### src/core/chopper_pkg.sv
package chopper_pkg;
  // ------------------------------------------------------------
  // serial word layout
  // ------------------------------------------------------------
  localparam int WORD_W        = 19;  // bits per serial word
  localparam int SEL_POS       = 0;   // word selector position
  // word 0 fields
  localparam int DAC1_POS      = 1;
  localparam int DAC2_POS      = 7;
  localparam int DAC_W         = 6;
  localparam int PH1_POS       = 13;
  localparam int PH2_POS       = 14;
  localparam int MODE1_POS     = 15;
  localparam int MODE2_POS     = 16;
  localparam int REFSEL_POS    = 17;
  localparam int RANGE_POS     = 18;
  // word 1 fields
  localparam int BLANK_POS     = 1;
  localparam int OFF_POS       = 3;
  localparam int OFF_W         = 5;
  localparam int FD_POS        = 8;
  localparam int FD_W          = 4;
  localparam int OSC_POS       = 12;
  localparam int SR_POS        = 14;
  localparam int RUN_POS       = 18;
  // ------------------------------------------------------------
  // reset values
  // ------------------------------------------------------------
  localparam logic [18:0] WORD0_RST = 19'h00000;
  // off-time top bit set so the off-time is never too short
  localparam logic [18:0] WORD1_RST = 19'h00080;
  // ------------------------------------------------------------
  // encodings and timing
  // ------------------------------------------------------------
  localparam logic [1:0] OSC_INT  = 2'h0;
  localparam logic [1:0] OSC_DIV1 = 2'h1;
  localparam logic [1:0] OSC_DIV2 = 2'h2;
  localparam logic [1:0] OSC_DIV4 = 2'h3;
  localparam logic [1:0] SR_ACTIVE   = 2'h0;
  localparam logic [1:0] SR_DISABLED = 2'h1;
  localparam logic [1:0] SR_PASSIVE  = 2'h2;
  localparam int CLK_HZ        = 10_000_000;
  localparam int INT_OSC_HZ    = 4_000_000;
  // internal oscillator tick every this many ref clocks (rounded down)
  localparam int INT_OSC_DIV   = CLK_HZ / INT_OSC_HZ;
  localparam int OFF_STEP      = 8;   // oscillator periods per code step
  localparam int DAC_FULL      = 64;  // threshold denominator
  typedef enum logic [1:0] {PH_ON, PH_OFF, PH_IDLE} bridge_state_e;
endpackage

### src/core/bridge_if.sv
`timescale 1ns/1ps
`default_nettype none
// settings passed from the control core to one bridge sequencer
interface bridge_if;
  logic       en;        // bridge allowed to drive
  logic [5:0] dac;       // current code
  logic       phase;     // direction
  logic       slow;      // 1 slow decay, 0 mixed
  logic [4:0] off_code;  // off-time code
  logic [3:0] fd_code;   // fast decay code
  logic [1:0] blank;     // blank code
  logic [1:0] sr_mode;   // rectification mode
  logic       osc_tick;  // oscillator period enable
  modport ctrl (output en, dac, phase, slow, off_code, fd_code, blank,
                sr_mode, osc_tick);
  modport seq  (input en, dac, phase, slow, off_code, fd_code, blank,
                sr_mode, osc_tick);
endinterface
`default_nettype wire

### src/core/bridge_seq.sv
`timescale 1ns/1ps
`default_nettype none
module bridge_seq
  import chopper_pkg::*;
(
  // clock and reset
  input  wire logic  ref_clk,
  input  wire logic  sys_rst,
  // settings
  bridge_if.seq      cfg,
  // comparator inputs
  input  wire logic  sense_trip,
  input  wire logic  zero_cross,
  // gate outputs
  output logic       hi_a,
  output logic       lo_a,
  output logic       hi_b,
  output logic       lo_b
);
  // ------------------------------------------------------------
  // state
  // ------------------------------------------------------------
  bridge_state_e state_r;          // chopper phase
  logic [8:0]    cnt_r;            // osc periods in phase
  logic          sr_off_r;         // rectifier dropped this off-time
  logic          phase_r;          // last phase seen
  logic [8:0]    off_len;          // off-time in osc periods
  logic [8:0]    fd_len;           // fast decay in osc periods
  logic [8:0]    blank_len;        // blank in osc periods
  logic          in_fast;          // fast decay portion active
  logic          blanked;          // comparator ignored
  logic          phase_chg;        // direction changed
  // t = (1+n)*8 - 1 oscillator periods
  assign off_len = 9'(({4'h0, cfg.off_code} + 9'h1) * OFF_STEP - 1);
  assign fd_len  = 9'(({5'h0, cfg.fd_code} + 9'h1) * OFF_STEP - 1);
  assign blank_len = (cfg.blank == 2'h0) ? 9'h004 :
                     (cfg.blank == 2'h1) ? 9'h006 :
                     (cfg.blank == 2'h2) ? 9'h008 : 9'h00c;
  assign phase_chg = (cfg.phase != phase_r);
  assign blanked   = (state_r == PH_ON) && (cnt_r < blank_len);
  // mixed: fast until fd count, fd beyond off gives all fast
  assign in_fast = !cfg.slow && (cnt_r < fd_len);
  // ------------------------------------------------------------
  // chopper sequencer
  // ------------------------------------------------------------
  always_ff @(posedge ref_clk) begin
    if (sys_rst) begin
      state_r  <= PH_IDLE;
      cnt_r    <= 9'h000;
      sr_off_r <= 1'b0;
      phase_r  <= 1'b0;
    end else begin
      phase_r <= cfg.phase;
      if (!cfg.en) begin
        // disable command starts an off cycle in decay
        if (state_r == PH_ON) begin
          state_r <= PH_OFF;
          cnt_r   <= 9'h000;
        end else if (state_r == PH_OFF && cfg.osc_tick) begin
          cnt_r <= cnt_r + 9'h1;
          if (cnt_r >= off_len) state_r <= PH_IDLE;
        end
      end else if (state_r != PH_ON && (state_r == PH_IDLE ||
                   (cfg.osc_tick && cnt_r >= off_len))) begin
        state_r  <= PH_ON;
        cnt_r    <= 9'h000;
        sr_off_r <= 1'b0;
      end else if (state_r == PH_ON && phase_chg) begin
        cnt_r <= 9'h000;  // blank restarts on direction change
      end else if (state_r == PH_ON && !blanked && sense_trip) begin
        state_r  <= PH_OFF;
        cnt_r    <= 9'h000;
        sr_off_r <= 1'b0;
      end else if (cfg.osc_tick && cnt_r != 9'h1ff) begin
        cnt_r <= cnt_r + 9'h1;
      end
      // rectifier drop on zero current or reversed current at limit
      if (state_r == PH_OFF &&
          ((cfg.sr_mode == SR_ACTIVE && zero_cross) ||
           (cfg.sr_mode == SR_PASSIVE && sense_trip)))
        sr_off_r <= 1'b1;
    end
  end
  // ------------------------------------------------------------
  // gate decode
  // ------------------------------------------------------------
  logic on_ph, off_ph, sr_on, drive_a;
  assign on_ph  = (state_r == PH_ON) && cfg.en;
  assign off_ph = (state_r == PH_OFF);
  assign drive_a = cfg.phase;
  // rectification enabled unless dropped; disabled mode skips fast part
  assign sr_on = !sr_off_r && (cfg.sr_mode == SR_ACTIVE ||
                 cfg.sr_mode == SR_PASSIVE ||
                 (cfg.sr_mode == SR_DISABLED && !in_fast));
  always_comb begin
    hi_a = 1'b0;
    lo_a = 1'b0;
    hi_b = 1'b0;
    lo_b = 1'b0;
    if (on_ph) begin
      hi_a = drive_a;
      lo_b = drive_a;
      hi_b = !drive_a;
      lo_a = !drive_a;
    end else if (off_ph && sr_on) begin
      if (in_fast) begin
        // fast decay: reverse pair conducts
        hi_a = !drive_a;
        lo_b = !drive_a;
        hi_b = drive_a;
        lo_a = drive_a;
      end else begin
        // slow decay: both low sides
        lo_a = 1'b1;
        lo_b = 1'b1;
      end
    end
  end
  logic unused_dac;
  assign unused_dac = ^cfg.dac;
endmodule
`default_nettype wire

### src/core/microstep_pwm_chopper_control.sv
`timescale 1ns/1ps
`default_nettype none
//
// Contract
// - sink gate supply fault disables all outputs
// - zero current code turns bridge off
// - threshold is (1+code)/64 of reference
// - range bit picks scaling of 4 or 8
// - mixed decay: fast first, then slow
// - fast longer than off-time means all fast
// - pwm timed by internal osc or external clock
// - osc field: internal, div1, div2, div4
// - low-power low disables outputs and pump
// - low-power resets config, off-time top bit set
// - thermal or supply faults disable while present
// - logic lockout disables drivers, resets config
// - overcurrent latches off until low-power toggles; logic lockout also clears it here
// - shorted load through sense does not latch
// - sense comparator blanked after bridge on
// - sense trip starts fixed off-time
// - off cycle on disable or off-time
// - active rectification stops at zero current
// - passive rectification stops at current limit
// - disabled rectification: low side in slow only
// - rectification field: active, disabled, passive
// - data shifted on rising serial clock
// - lowest bit selects word zero or one
//
module microstep_pwm_chopper_control
  import chopper_pkg::*;
(
  // clock and reset
  input  wire logic        ref_clk,
  input  wire logic        sys_rst,
  // serial write port
  input  wire logic        ser_clk,
  input  wire logic        ser_data,
  input  wire logic        ser_frame,
  // power and timing pins
  input  wire logic        low_power_n,
  input  wire logic        ext_osc,
  // supply, thermal and overcurrent monitors
  input  wire logic        sink_gate_supply_fault,
  input  wire logic        gate_pump_supply_low,
  input  wire logic        thermal_fault,
  input  wire logic        logic_supply_lockout,
  input  wire logic        overcurrent_trip,
  // comparators
  input  wire logic        sense_trip1,
  input  wire logic        sense_trip2,
  input  wire logic        zero_cross1,
  input  wire logic        zero_cross2,
  // analog setpoints
  output logic [6:0]       thresh1,
  output logic [6:0]       thresh2,
  output logic             ref_external,
  output logic             range_div4,
  // power control
  output logic             pump_enable,
  output logic             reg_enable,
  // status
  output logic             ocp_latched,
  output logic             outputs_enabled,
  // gate drives
  output logic [3:0]       gates1,
  output logic [3:0]       gates2
);
  // ------------------------------------------------------------
  // serial shift path
  // ------------------------------------------------------------
  logic [WORD_W-1:0] shift_r;     // incoming bits
  logic [WORD_W-1:0] word0_r;     // current and phase word
  logic [WORD_W-1:0] word1_r;     // timing and mode word
  logic              sclk_r;      // last serial clock sample
  logic              frame_r;     // last frame sample
  logic              lp_r;        // last low-power sample
  logic              cfg_clr;     // config reset condition
  logic              sclk_rise;
  logic              frame_rise;
  // pins are synchronous to ref_clk, so plain edge detect is enough
  assign sclk_rise  = ser_clk && !sclk_r;
  assign frame_rise = ser_frame && !frame_r;
  assign cfg_clr    = !low_power_n || logic_supply_lockout;
  // shift in msb first on each rising edge while framed
  always_ff @(posedge ref_clk) begin
    if (sys_rst) begin
      shift_r <= '0;
      sclk_r  <= 1'b0;
      frame_r <= 1'b1;
    end else begin
      sclk_r  <= ser_clk;
      frame_r <= ser_frame;
      if (cfg_clr)
        shift_r <= '0;
      else if (!ser_frame && sclk_rise)
        shift_r <= {shift_r[WORD_W-2:0], ser_data};
    end
  end
  // ------------------------------------------------------------
  // configuration words
  // ------------------------------------------------------------
  // only the last 19 bits of a longer frame are kept
  always_ff @(posedge ref_clk) begin
    if (sys_rst || cfg_clr) begin
      word0_r <= WORD0_RST;
      word1_r <= WORD1_RST;
    end else if (frame_rise) begin
      if (shift_r[SEL_POS])
        word1_r <= shift_r;
      else
        word0_r <= shift_r;
    end
  end
  // ------------------------------------------------------------
  // field decode
  // ------------------------------------------------------------
  logic [DAC_W-1:0] dac1, dac2;
  logic [1:0]       osc_sel, sr_sel;
  logic             run_mode;
  assign dac1     = word0_r[DAC1_POS +: DAC_W];
  assign dac2     = word0_r[DAC2_POS +: DAC_W];
  assign osc_sel  = word1_r[OSC_POS +: 2];
  // reserved code 11 is treated as disabled rectification
  assign sr_sel   = (word1_r[SR_POS +: 2] == 2'h3) ? SR_DISABLED :
                    word1_r[SR_POS +: 2];
  assign run_mode = word1_r[RUN_POS];
  // threshold numerator over 64; zero code gives zero
  assign thresh1 = (dac1 == '0) ? 7'h00 : 7'({1'b0, dac1} + 7'h1);
  assign thresh2 = (dac2 == '0) ? 7'h00 : 7'({1'b0, dac2} + 7'h1);
  assign ref_external = word0_r[REFSEL_POS];
  assign range_div4   = word0_r[RANGE_POS];
  // ------------------------------------------------------------
  // oscillator source and divider
  // ------------------------------------------------------------
  logic [3:0] int_cnt_r;   // internal tick divider
  logic [1:0] ext_cnt_r;   // external edge divider
  logic       ext_r;       // last external clock sample
  logic       ext_rise;
  logic       ext_tick;
  logic       int_tick;
  logic       osc_tick;
  assign ext_rise = ext_osc && !ext_r;
  assign int_tick = (int_cnt_r == 4'(INT_OSC_DIV - 1));
  assign ext_tick = ext_rise && ((osc_sel == OSC_DIV1) ||
                    (osc_sel == OSC_DIV2 && ext_cnt_r[0]) ||
                    (osc_sel == OSC_DIV4 && ext_cnt_r == 2'h3));
  assign osc_tick = (osc_sel == OSC_INT) ? int_tick : ext_tick;
  // internal tick is a 5 MHz rate from the 10 MHz clock, every 2 ref clocks
  always_ff @(posedge ref_clk) begin
    if (sys_rst) begin
      int_cnt_r <= 4'h0;
      ext_cnt_r <= 2'h0;
      ext_r     <= 1'b0;
    end else begin
      ext_r     <= ext_osc;
      int_cnt_r <= int_tick ? 4'h0 : int_cnt_r + 4'h1;
      if (ext_rise)
        ext_cnt_r <= ext_cnt_r + 2'h1;
    end
  end
  // ------------------------------------------------------------
  // faults and enables
  // ------------------------------------------------------------
  logic ocp_r;      // overcurrent latch
  logic drv_ok;     // all outputs allowed
  // latch held until low-power input toggles or logic lockout, cleared on the pin's rising edge or by lockout
  always_ff @(posedge ref_clk) begin
    if (sys_rst || logic_supply_lockout) begin
      ocp_r <= 1'b0;
      // idle level of the pin, so no false wake edge follows reset
      lp_r  <= 1'b1;
    end else begin
      lp_r <= low_power_n;
      if (overcurrent_trip)
        ocp_r <= 1'b1;
      else if (low_power_n && !lp_r)
        ocp_r <= 1'b0;
    end
  end
  // non-latched faults gate the drive only while present
  assign drv_ok = low_power_n && run_mode && !logic_supply_lockout &&
                  !sink_gate_supply_fault &&
                  !gate_pump_supply_low && !thermal_fault &&
                  !ocp_r;
  assign pump_enable     = low_power_n && run_mode;
  assign reg_enable      = low_power_n;
  assign ocp_latched     = ocp_r;
  assign outputs_enabled = drv_ok;
  // ------------------------------------------------------------
  // bridge sequencers
  // ------------------------------------------------------------
  bridge_if b1 ();
  bridge_if b2 ();
  logic [3:0] raw1, raw2;
  assign b1.en       = (dac1 != '0) && drv_ok;
  assign b2.en       = (dac2 != '0) && drv_ok;
  assign b1.dac      = dac1;
  assign b2.dac      = dac2;
  assign b1.phase    = word0_r[PH1_POS];
  assign b2.phase    = word0_r[PH2_POS];
  assign b1.slow     = word0_r[MODE1_POS];
  assign b2.slow     = word0_r[MODE2_POS];
  assign b1.off_code = word1_r[OFF_POS +: OFF_W];
  assign b2.off_code = word1_r[OFF_POS +: OFF_W];
  assign b1.fd_code  = word1_r[FD_POS +: FD_W];
  assign b2.fd_code  = word1_r[FD_POS +: FD_W];
  assign b1.blank    = word1_r[BLANK_POS +: 2];
  assign b2.blank    = word1_r[BLANK_POS +: 2];
  assign b1.sr_mode  = sr_sel;
  assign b2.sr_mode  = sr_sel;
  assign b1.osc_tick = osc_tick;
  assign b2.osc_tick = osc_tick;
  bridge_seq u_seq1 (
    .ref_clk    (ref_clk),
    .sys_rst    (sys_rst),
    .cfg        (b1),
    .sense_trip (sense_trip1),
    .zero_cross (zero_cross1),
    .hi_a       (raw1[3]),
    .lo_a       (raw1[2]),
    .hi_b       (raw1[1]),
    .lo_b       (raw1[0])
  );
  bridge_seq u_seq2 (
    .ref_clk    (ref_clk),
    .sys_rst    (sys_rst),
    .cfg        (b2),
    .sense_trip (sense_trip2),
    .zero_cross (zero_cross2),
    .hi_a       (raw2[3]),
    .lo_a       (raw2[2]),
    .hi_b       (raw2[1]),
    .lo_b       (raw2[0])
  );
  // ------------------------------------------------------------
  // gate output registers
  // ------------------------------------------------------------
  // faults force every driver off, decay included
  always_ff @(posedge ref_clk) begin
    if (sys_rst) begin
      gates1 <= 4'h0;
      gates2 <= 4'h0;
    end else begin
      // a zero code turns the whole bridge off, decay included
      gates1 <= b1.en ? raw1 : 4'h0;
      gates2 <= b2.en ? raw2 : 4'h0;
    end
  end
  // wake settling time is left to the controller
endmodule
`default_nettype wire

### config.mk
export PLATFORM = sky130hd
export DESIGN_NAME = microstep_pwm_chopper_control
export DESIGN_NICKNAME = d
export VERILOG_FILES = /design/src/core/chopper_pkg.sv /design/src/core/bridge_if.sv /design/src/core/bridge_seq.sv /design/src/core/microstep_pwm_chopper_control.sv
export SDC_FILE = /design/constraint.sdc
export NUM_CORES = 1
export LEC_CHECK = 0
export ABC_AREA = 1
export BUFFER_PORTS_ARGS = -buffer_cell sky130_fd_sc_hd__buf_2
export CAP_MARGIN = 20
export CORE_ASPECT_RATIO = 0.9
export CORE_MARGIN = 2
export CORE_UTILIZATION = 45
export CTS_CLUSTER_DIAMETER = 100
export DETAILED_ROUTE_END_ITERATION = 8
export MAX_ROUTING_LAYER = met4
export PLACE_DENSITY = 0.66
export SLEW_MARGIN = 15
export SYNTH_ARGS = -nofsm -noshare
export SYNTH_HDL_FRONTEND = slang
export SYNTH_SLANG_ARGS = --single-unit
### constraint.sdc
create_clock -name ref_clk -period 2.9 [get_ports ref_clk]
set_input_delay 0.29 -clock ref_clk [delete_from_list [all_inputs] [get_ports ref_clk]]
set_output_delay 0.29 -clock ref_clk [all_outputs]
set_load 0.01 [all_outputs]
==> metrics.md <==
| Metric | Value |
|---|---|
| Worst skew pair latency | 350 ps |
| CTS tree | built |
| Combinational Power Share | 0.059 |
| Final Hold Viols | 0 |
| Number of diodes | 0 |
| Switching power share of the total | 0.230 |
| Status | completed |
| Power density over cell area | 440 mW/mm² |
| Num CTS Buffers | 9 |
| Number of enable flip-flop cells after synthesis | 0 |
| RR Endpoint | u_seq2.cnt_r[5] |
| First-pass GRT wire length | 22500 µm |
| MaxCap Viol Count | 0 |
| Yosys top cell area share | 0.355 |
| Fin crit share | 0.925 |
| Filler cells | 1185 |
| Leakage Power | 2.79 nW |
| Reg2Reg Launch Point | word1_r[4] |
| Crit path time final | 2680 ps |
| Rel. slew slack | 0.522 |
| Yosys reg bits | 98 |
| Global Route Usage Sum | 0.217 |
| Register area share after synthesis | 0.355 |
| Synth unique cells | 35 |
| Reg2Reg Setup Slack | 220 ps |
| Register share of total power | 0.497 |
| Final core occ | 0.522 |
| Clock share of power | 0.443 |
| Antenna violations before repair | 0 |
| Fmax | 373 MHz |
| CP Class | reg2reg |
| Drt pass-1 iters | 5 |
| Final setup viols | 0 |
| Die area | 0.0132 mm² |
| Syn nets | 863 |
| Largest net degree at the start of global routing | 26 |
| Post-Synthesis Cells | 814 |
| Synth area leader | dfxtp_1 |
| Syn avg cell area | 6.79 µm² |
| H-tree levels | 3 |
| Synth-to-Final Area Change | 13.7% |
| Drt wl/cell | 12.9 µm |
| GRT overflow | 0 |
| YS warnings | 0 |
| Final WL | 13200 µm |
| Most instantiated library cell after synthesis | nand2_1 |
| Top Ports | 44 |
| Ys flop type | dfxtp_1 |
| Root Buffer | clkbuf_16 |
| Routed vias/inst | 5.13 |
| Worst reg2reg path depth | 18 |
| Layout net count | 907 |
| Worst vdd ir | 297 µV |
| Number of buffers added on ports | 43 |
| CP max FO | 7 |
| Iter 0 DRT Violations | 347 |
| Clock slew at reported path FFs | 70 ps |
| Max Clock Skew | 4.53 ps |
| Hold Crit Class | in2reg |
| P_int | 2.13 mW |
| Clock sink count | 98 |
| Remaining DRCs | 0 |
| Dpl ws | 23.4 ps |
| Number of global-route vias before repair | 4648 |
| Max clock buf depth | 2 |
| Min-Delay Endpoint | lp_r |
| Largest cells by area after synthesis | dfxtp_1, nand2_1, nand3_1 |
| ANT nets after route | 0 |
| PnR worst setup slack | 217 ps |
| Die Width | 121 µm |
| Core area | 0.0120 mm² |
| Met2 WL | 5700 µm |
| Total number of vias | 5247 |
| Switching power | 635 µW |
| Cell Area, Synth | 0.00553 mm² |
| Worst path arrival time | 2970 ps |
| DP HPWL | 9730 µm |
| DIE HEIGHT | 109 µm |
| Cell row count | 38 |
| Met3 WL | 539 µm |
| Startpoint Class | register |
| WHS Path Cells | 3 |
| Starting Density | 0.459 |
| Critical path data required time | 3190 ps |
| Hold wc startpoint | logic_supply_lockout |
| Share of cells above drive strength 1 | 0.117 |
| Synth async-reset ratio | 0 |
| Crit. End Element | register |
| Metal-1 WL | 6780 µm |
| GPL Wtd Cong | 0.893 |
| Uppermost routed layer | met4 |
| Synth top cells by count | nand2_1, nand3_1, dfxtp_1, a21oi_1, inv_1 |
| Worst Tran Pin Value | 716 ps |
| Max-slew violation count | 0 |
-- metrics by stage --
step,total power [mW],std cells,area (µm²),hold WS (ps),TNS [ps]
2_1_floorplan,1.51,814,5530,387,0
3_3_place_gp,1.57,1005,5930,450,0
3_5_place_dp,1.57,1005,5930,456,0
4_1_cts,2.78,1021,6240,150,0
5_1_grt,2.86,1023,6280,151,-13.7
6_report,2.76,1023,6280,150,0
-- flip-flops by register name, indices dropped and copies added, names as in the netlist, 2 cells and up --
| register | cells |
|---|---|
| u_seq1.cnt_r | 9 |
| gates2 | 4 |
| word1_r | 16 |
| u_seq2.cnt_r | 9 |
| gates1 | 4 |
| ext_cnt_r | 2 |
| shift_r | 19 |
| word0_r | 18 |
| u_seq2.state_r | 2 |
| u_seq1.state_r | 2 |
| int_cnt_r | 4 |
-- how the worst max path moves through the flow --
stage / start / to / cells after the start
after floorplan: word1_r[3] / u_seq1.cnt_r[7] / 21
after global routing: word1_r[4] / u_seq2.cnt_r[6] / 20
after CTS: word1_r[4] / u_seq1.cnt_r[8] / 21
final: word1_r[4] / u_seq2.cnt_r[5] / 18
after global placement: word1_r[4] / u_seq1.cnt_r[1] / 21
after detailed placement: word1_r[4] / u_seq1.cnt_r[8] / 21
-- timing repair --
| item | 4_1_cts | 5_1_grt |
|---|---|---|
| gates resized for setup | 0 | 10 |
| buffers inserted | 0 | 2 |
| endpoints found under the setup margin | 0 | 21 |
| hold buffers | 0 | 0 |
-- area by class of cell --
| cell class | instances | area [µm²] | share of cell area |
|---|---|---|---|
| Clock buffer | 12 | 256 | 0.0408 |
| Sequential cell | 98 | 1960 | 0.313 |
| Inverter | 94 | 355 | 0.0566 |
| Multi-Input combinational cell | 597 | 3130 | 0.498 |
| Clock inverter | 4 | 48.8 | 0.00777 |
| Tap cell | 160 | 200 | 0.0319 |
| Timing Repair Buffer | 58 | 328 | 0.0522 |
-- power by group through the flow --
stage	logic, mW	registers (mW)	clock network (mW)
4_1_cts	0.163	1.37	1.25
3_3_place_gp	0.162	1.41	0
2_1_floorplan	0.112	1.40	0
3_5_place_dp	0.162	1.41	0
6_report	0.164	1.38	1.23
5_1_grt	0.185	1.38	1.30
-- placed cells by master, fill, tap and decap left out, types with 32 or more instances in the layout --
cell type and n:
ha_1 32, nor2_1 71, buf_2 43, o21ai_0 42, a21oi_1 88, inv_1 86, nand3_1 101, dfxtp_1 96
nand2_1 176
-- worst max-delay path: stages (launching register included) --
cell     delay [ps]
dfxtp_2         340
ha_2            280
nor2_2          120
nand3_1          90
a21oi_2         150
nor2_1           80
ha_1            320
a21o_1          180
nor2_1           90
nand2_1          50
nand3_1          90
nand2_2          70
nand2_1          80
nand2_2          80
nand2_1          80
nand2_1          90
a21oi_4         250
nand2_1          80
nor2_1           90
-- routing by layer --
| metal | vias to the layer above | track usage |
|---|---|---|
| li1 | 2788 | - |
| met1 | 2348 | 0.302 |
| met2 | 95 | 0.320 |
| met3 | 16 | 0.0356 |
| met4 | 0 | 0.0689 |
| met5 | - | - |
-- cell families (layout without fill, tap and decap cells) --
group	count (synthesis)	count (layout)	share of synthesized area
AO/OA/AOI/OAI	145	145	0.140
flip-flops	98	98	0.355
buffers and inverters	119	168	0.0831
adder cells (fa/ha/maj)	33	33	0.0747
AND/OR/NAND/NOR	404	404	0.324
XOR/XNOR	15	15	0.0238
No activity file was read; power rests on OpenSTA's default activity.
